`src/mrw_pkg.sv`:
```
// Purpose: Constants for the module reset and wake sequencer.
// Assumes: 200 MHz clock, cycles per millisecond derived from it.
// Notes: Times are kept in their own unit, counts derived here.
package mrw_pkg;
  localparam int CLK_HZ = 200_000_000;
  localparam int CLK_PER_MS = CLK_HZ / 1000;
  localparam int RST_ASSERT_MS = 20;
  localparam int RESTART_MS = 2000;
  localparam int FAST_CLK_HZ = 26_000_000;
  localparam int SLOW_CLK_HZ = 32_768;
  // Half periods are rounded to the nearest whole clock cycle.
  localparam int FAST_HALF = (CLK_HZ + FAST_CLK_HZ) / (2 * FAST_CLK_HZ);
  localparam int SLOW_HALF = (CLK_HZ + SLOW_CLK_HZ) / (2 * SLOW_CLK_HZ);
  localparam int MS_W = 12;
  localparam int DIV_W = 16;
  localparam int FCLK_W = 4;
  localparam int SCLK_W = 12;
endpackage

```
`src/mrw_sequencer.sv`:
```
// Purpose: Reset, power hold and wake sequencing with two reference clock outputs.
// Assumes: All inputs synchronous to clk_i; reset pin and hold pin are active low.
// Notes: The fast clock output is the nearest divided rate reachable from clk_i.
// What this block does
// - Qualified reset with power hold low restarts directly, no off state.
// - Qualified reset with power hold high powers the device off when wake is low.
// - Restart after the reset falling edge lasts at least 2000 ms.
// - Wake high leaves off or sleep states.
// - No sleep or off state is entered while wake stays high.
// - Only a high wake level counts as a wake request.
// - Without wake, off is never left; a reset on rstn_i also loads off.
// - Two reference clocks, each enabled by host command.
`timescale 1ns/1ps
module mrw_sequencer #(
  parameter int RST_ASSERT_CYC = mrw_pkg::RST_ASSERT_MS * mrw_pkg::CLK_PER_MS,
  parameter int RESTART_CYC = mrw_pkg::RESTART_MS * mrw_pkg::CLK_PER_MS
) (
  input wire logic clk_i,
  input wire logic rstn_i,
  input wire logic hard_reset_in_low_i,
  input wire logic power_hold_in_low_i,
  input wire logic wake_request_i,
  input wire logic sleep_request_i,
  input wire logic soft_off_request_i,
  input wire logic fast_clk_enable_i,
  input wire logic slow_clk_enable_i,
  output logic active_o,
  output logic powered_o,
  output logic restarting_o,
  output logic fast_reference_clock_out_o,
  output logic slow_reference_clock_out_o
);

  typedef enum logic [1:0] {MRW_OFF, MRW_BOOT, MRW_ACTIVE, MRW_SLEEP} mrw_state_e;

  typedef struct packed {
    mrw_state_e st;
    logic [31:0] rst_cnt;
    logic [31:0] boot_cnt;
    logic [mrw_pkg::FCLK_W-1:0] fdiv;
    logic [mrw_pkg::SCLK_W-1:0] sdiv;
    logic fclk;
    logic sclk;
    logic active;
    logic powered;
    logic restarting;
  } mrw_state_s;

  mrw_state_s cur_ff;
  mrw_state_s nxt_cur;
  logic rst_qual;

  always_comb begin
    nxt_cur = cur_ff;
    rst_qual = 1'b0;
    // Low-duration filter on the reset pin.
    if (!hard_reset_in_low_i) begin
      if (cur_ff.rst_cnt < 32'(RST_ASSERT_CYC)) begin
        nxt_cur.rst_cnt = cur_ff.rst_cnt + 32'h1;
      end
    end else begin
      nxt_cur.rst_cnt = '0;
      rst_qual = (cur_ff.rst_cnt >= 32'(RST_ASSERT_CYC)) && cur_ff.powered;
    end
    case (cur_ff.st)
      MRW_OFF: begin
        // Only a high wake level leaves off.
        if (wake_request_i) begin
          nxt_cur.st = MRW_BOOT;
          nxt_cur.boot_cnt = '0;
        end
      end
      MRW_BOOT: begin
        // Restart period counted from the reset falling edge; release preloads the assert time.
        if (cur_ff.boot_cnt < 32'(RESTART_CYC)) begin
          nxt_cur.boot_cnt = cur_ff.boot_cnt + 32'h1;
        end else begin
          nxt_cur.st = MRW_ACTIVE;
        end
      end
      MRW_ACTIVE: begin
        // Sleep and soft off are held off while wake is high.
        if (!wake_request_i && (soft_off_request_i || power_hold_in_low_i)) begin
          nxt_cur.st = MRW_OFF;
        end else if (!wake_request_i && sleep_request_i) begin
          nxt_cur.st = MRW_SLEEP;
        end
      end
      MRW_SLEEP: begin
        if (wake_request_i) begin
          nxt_cur.st = MRW_ACTIVE;
        end
      end
      default: nxt_cur.st = MRW_OFF;
    endcase
    if (rst_qual) begin
      if (!power_hold_in_low_i) begin
        nxt_cur.st = MRW_BOOT;
        nxt_cur.boot_cnt = 32'(RST_ASSERT_CYC);
      end else if (!wake_request_i) begin
        nxt_cur.st = MRW_OFF;
      end
    end
    // Reference clock dividers, each gated by its enable.
    if (fast_clk_enable_i && nxt_cur.st != MRW_OFF) begin
      if (cur_ff.fdiv >= mrw_pkg::FCLK_W'(mrw_pkg::FAST_HALF - 1)) begin
        nxt_cur.fdiv = '0;
        nxt_cur.fclk = ~cur_ff.fclk;
      end else begin
        nxt_cur.fdiv = cur_ff.fdiv + 1'b1;
      end
    end else begin
      nxt_cur.fdiv = '0;
      nxt_cur.fclk = 1'b0;
    end
    if (slow_clk_enable_i && nxt_cur.st != MRW_OFF) begin
      if (cur_ff.sdiv >= mrw_pkg::SCLK_W'(mrw_pkg::SLOW_HALF - 1)) begin
        nxt_cur.sdiv = '0;
        nxt_cur.sclk = ~cur_ff.sclk;
      end else begin
        nxt_cur.sdiv = cur_ff.sdiv + 1'b1;
      end
    end else begin
      nxt_cur.sdiv = '0;
      nxt_cur.sclk = 1'b0;
    end
    nxt_cur.active = (nxt_cur.st == MRW_ACTIVE);
    nxt_cur.powered = (nxt_cur.st != MRW_OFF);
    nxt_cur.restarting = (nxt_cur.st == MRW_BOOT);
  end

  always_ff @(posedge clk_i) begin
    if (!rstn_i) begin
      cur_ff <= '{st: MRW_OFF, rst_cnt: '0, boot_cnt: '0, fdiv: '0,
                  sdiv: '0, fclk: 1'b0, sclk: 1'b0, active: 1'b0, powered: 1'b0,
                  restarting: 1'b0};
    end else begin
      cur_ff <= nxt_cur;
    end
  end

  assign active_o = cur_ff.active;
  assign powered_o = cur_ff.powered;
  assign restarting_o = cur_ff.restarting;
  assign fast_reference_clock_out_o = cur_ff.fclk;
  assign slow_reference_clock_out_o = cur_ff.sclk;

  property p_restart_low;
    @(posedge clk_i) disable iff (!rstn_i)
      (rst_qual && !power_hold_in_low_i) |=> (cur_ff.st == MRW_BOOT);
  endproperty
  a_restart_low: assert property (p_restart_low) else $error("No restart on reset.");

  property p_off_high;
    @(posedge clk_i) disable iff (!rstn_i)
      (rst_qual && power_hold_in_low_i && !wake_request_i) |=> !powered_o;
  endproperty
  a_off_high: assert property (p_off_high) else $error("No power off on reset.");

  property p_boot_min;
    @(posedge clk_i) disable iff (!rstn_i)
      (cur_ff.st == MRW_BOOT && cur_ff.boot_cnt < 32'(RESTART_CYC)) |=> !active_o;
  endproperty
  a_boot_min: assert property (p_boot_min) else $error("Active too early.");

  property p_wake_off;
    @(posedge clk_i) disable iff (!rstn_i)
      (cur_ff.st == MRW_OFF && wake_request_i && !rst_qual) |=> restarting_o;
  endproperty
  a_wake_off: assert property (p_wake_off) else $error("Wake ignored in off.");

  property p_wake_sleep;
    @(posedge clk_i) disable iff (!rstn_i)
      (cur_ff.st == MRW_SLEEP && wake_request_i && !rst_qual) |=> active_o;
  endproperty
  a_wake_sleep: assert property (p_wake_sleep) else $error("Wake ignored in sleep.");

  property p_no_off_wake;
    @(posedge clk_i) disable iff (!rstn_i)
      (powered_o && wake_request_i && $past(wake_request_i)) |=> powered_o;
  endproperty
  a_no_off_wake: assert property (p_no_off_wake) else $error("Off while wake high.");

  property p_stay_off;
    @(posedge clk_i) disable iff (!rstn_i)
      (!powered_o && !wake_request_i) |=> !powered_o;
  endproperty
  a_stay_off: assert property (p_stay_off) else $error("Left off without wake.");

  property p_short_pulse;
    @(posedge clk_i) disable iff (!rstn_i)
      (hard_reset_in_low_i && cur_ff.rst_cnt < 32'(RST_ASSERT_CYC)) |-> !rst_qual;
  endproperty
  a_short_pulse: assert property (p_short_pulse) else $error("Short pulse taken.");

  property p_clk_gate;
    @(posedge clk_i) disable iff (!rstn_i)
      !fast_clk_enable_i |=> !fast_reference_clock_out_o;
  endproperty
  a_clk_gate: assert property (p_clk_gate) else $error("Fast clock not gated.");

  property p_slow_gate;
    @(posedge clk_i) disable iff (!rstn_i)
      !slow_clk_enable_i |=> !slow_reference_clock_out_o;
  endproperty
  a_slow_gate: assert property (p_slow_gate) else $error("Slow clock not gated.");

  property p_off_quiet;
    @(posedge clk_i) disable iff (!rstn_i)
      !powered_o |-> (!fast_reference_clock_out_o && !slow_reference_clock_out_o);
  endproperty
  a_off_quiet: assert property (p_off_quiet) else $error("Clock out while off.");

  c_restart: cover property (@(posedge clk_i) disable iff (!rstn_i)
    rst_qual && !power_hold_in_low_i);
  c_poweroff: cover property (@(posedge clk_i) disable iff (!rstn_i)
    rst_qual && power_hold_in_low_i);
  c_sleep: cover property (@(posedge clk_i) disable iff (!rstn_i)
    cur_ff.st == MRW_SLEEP && wake_request_i);
  c_wake_boot: cover property (@(posedge clk_i) disable iff (!rstn_i)
    cur_ff.st == MRW_OFF && wake_request_i);
endmodule

```
`config.mk`:
```
export PLATFORM = sky130hd
export DESIGN_NAME = mrw_sequencer
export DESIGN_NICKNAME = d
export VERILOG_FILES = /design/src/mrw_pkg.sv /design/src/mrw_sequencer.sv
export SDC_FILE = /design/constraint.sdc
export NUM_CORES = 1
export LEC_CHECK = 0
export ABC_AREA = 1
export BUFFER_PORTS_ARGS = -buffer_cell sky130_fd_sc_hd__buf_2
export CAP_MARGIN = 25
export CORE_UTILIZATION = 55
export DETAILED_ROUTE_END_ITERATION = 10
export GPL_ROUTABILITY_DRIVEN = 0
export GPL_TIMING_DRIVEN = 0
export PLACE_DENSITY = 0.75
export REMOVE_ABC_BUFFERS = 1
export SLEW_MARGIN = 20
export SYNTH_ARGS = -nofsm -noshare
export SYNTH_HDL_FRONTEND = slang
export SYNTH_SLANG_ARGS = --single-unit
export TNS_END_PERCENT = 5
```
`constraint.sdc`:
```
create_clock -name clk_i -period 1.6 [get_ports clk_i]
set_input_delay 0.08 -clock clk_i [delete_from_list [all_inputs] [get_ports clk_i]]
set_output_delay 0.08 -clock clk_i [all_outputs]
set_load 0.02 [all_outputs]
```
==> results.ini <==
[drt]
wl_per_cell_um=13.3
ant_nets=0
wirelength_um=11700
drt_first_pass_iters=4
first_iter_violations=284
dr_total_vias=4752
drcViolationCount=0
via_per_inst=5.40

[layout]
final_util_pct=68.8
area_delta_synth_final_pct=18.4
drive_gt1_share_pct=23.4
design_area_sq_mm=0.00577
num_antenna_cells=0
fillCellCount=717
nets=784
finalNonFillerCells=880

[synthesis]
avgSynthCellArea_sq_um=6.60
synth_area_leaders=dfxtp_1, nand2_1, nor2_1
synth_seq_cells=87
yosysTopAreaCell=dfxtp_1
synth_cell_types=39
synth_top_area_share_pct=35.8
synth_commonest_cells=nand2_1, nor2_1, inv_1
ys_seq_area_share_pct=35.8
yosysMostFrequentCell=nand2_1
syn_area_sq_mm=0.00487
syn_inst=738
yosys_warnings=0
synth-edff-count=0
synth-async-reset-ratio_pct=0
yosys_most_used_dff=dfxtp_1

[grt]
grt_usage_pct=26.5
grt_max_degree=20
grt_overflow=0
grt_pass1_vias=4425
antenna_found_initial=0
grt_pass1_wl_um=19100

[setup_path]
worst_path_max_delay_cell=dfxtp_2
crit_path_start_kind=register
worstPathArrival_ns=2.11
cp_cell_sequence=nor2_2 > nand2_1 > nor2_2 > inv_1 > nor2_2 > nand2_4 > clkinv_4 > nand4_1 > nor2_2 > nand2_1 > o21ai_1 > nor2_1
critical_path.max_stage_delay_ns=0.34
crit_type=register to register
cp.required_ns=1.87
crit_buf_inv=2
critPathMaxFanout=8
cp_top_family=simple AND/OR/NAND/NOR gates
path_common_cell=nor2_2
cp-end-kind=register

[job]
cap_violations=0

[floorplanning]
die_w_um=96.1
coreArea_sq_mm=0.00838
num_rows=33
ios=14
dieArea_sq_mm=0.00924
initial_core_util_pct=58.1
die_y_um=96.1

[place]
portBuffers=13
dp_hpwl_um=7740
pre_cts_slack_ns=-0.949
place_area_sq_mm=0.00500
dp.cells=843

[outcome]
status=finished, violations left
violations=negative setup slack

[sta]
period_needed_ns=1.85
skew_ns=0.0147
worst_slew_pin_slew_ns=0.729
hold_viol=0
fmax_ghz=0.542
max-slew-margin-rel_pct=51.3
fin_crit_sh_pct=115
fin_ws_ns=-0.246
slew_violations=0
setup_viol=54
tns_ns=-5.36
rsz0062_at_grt=yes

[clock_tree]
ctsHtreeMaxLevel=3
cts_made_buffers=9
clk_pin_slew_worst_paths_ns=0.10
clk_path_buf_depth=2
clkLatencyLatePin_ns=0.36
clkSinkCount=87
tritoncts=built
clock-root-buffer=clkbuf_8

[worst_hold_path]
hold_path_class=input pin to register

[pwr]
ir_worst_vdd_v=0.000576
p_leak_nw=2.20
power_density_mw_per_mm2=708

## report_power, final
group | internal, mW | switching [mW]
registers | 2.19 | 0.0340
clock network | 0.618 | 0.924
logic | 0.112 | 0.205
total | 2.92 | 1.16
## state kept, by name, indices dropped and copies added, names as in the netlist
signal                      flops
cur_ff                         82
active_o                        1
fast_reference_clock_out_o      1
powered_o                       1
restarting_o                    1
slow_reference_clock_out_o      1
## stage by stage
stage	power, mW	hold WS, ns
floorplan	2.44	0.197
global placement	2.51	0.331
detailed placement	2.53	0.334
CTS	4.10	0.0614
global route	4.23	0.0805
finish	4.08	0.0766
## cells in the final DEF, fill, tap and decap left out, types with 9 or more instances in the layout
cell and instances:
nand2_2 9, xor2_1 22, buf_4 12, clkbuf_8 9, a21oi_1 38, nand3_1 47
nor2_4 9, buf_2 13, nor2_1 82, dfxtp_4 9, o21ai_1 18, nor3_1 12
inv_1 100, dfxtp_1 49, nor2_2 30, dfxtp_2 29, nand4_1 15, nand2_1 163
o21ai_0 17
## final cells by class
type	count	area, sq um	area share (%)
Clock buffer	9	124	2.15
Clock inverter	7	75.1	1.30
Inverter	112	439	7.62
Multi-Input combinational cell	527	2930	50.7
Sequential cell	87	1810	31.4
Tap cell	105	131	2.28
Timing Repair Buffer	33	259	4.49
## repair_timing
item	4_1_cts	5_1_grt
gates cloned	1	0
setup endpoints to repair	82	73
pin swaps	9	15
endpoints found under the hold margin	5	0
setup buffers	17	0
hold buffers	3	0
resized for setup	76	65
## cell families after synthesis
logic type                 count (synthesis)  share of synthesized area [%]
AOI/OAI and AO/OA                         98                           11.4
other                                      1                         0.0770
xor gates and xnor gates                  27                           4.85
DFF                                       87                           35.8
adders and majority gates                  5                           1.28
buffers and inverters                    126                           10.2
and+or+nand+nor                          394                           36.5
## final timing paths
path,startpoint,to,slack (ns),depth (start not counted)
setup / recovery,cur_ff[77],cur_ff[72],-0.25,12
hold / removal,power_hold_in_low_i,cur_ff[43],0.08,3
setup reg to reg,cur_ff[77],cur_ff[72],-0.25,12
hold reg to reg,cur_ff[17],cur_ff[17],0.43,1
## worst register-to-register path, delay by kind of cell (launching register included)
| kind | cells | cell delay (ns) |
|---|---|---|
| buf+inv | 2 | 0.15 |
| compound gates | 1 | 0.14 |
| flops | 1 | 0.34 |
| simple gates | 9 | 1.11 |
## routing by layer
metal / track usage, % / vias to the layer above / share of wire (%)
met5: 0 / - / 0
met2: 46.9 / 119 / 50
met1: 31.5 / 2176 / 42
met3: 3.32 / 32 / 4.7
met4: 13.1 / 0 / 3.3
li1: - / 2425 / -
Note: power is estimated with default switching activity, not from simulation.
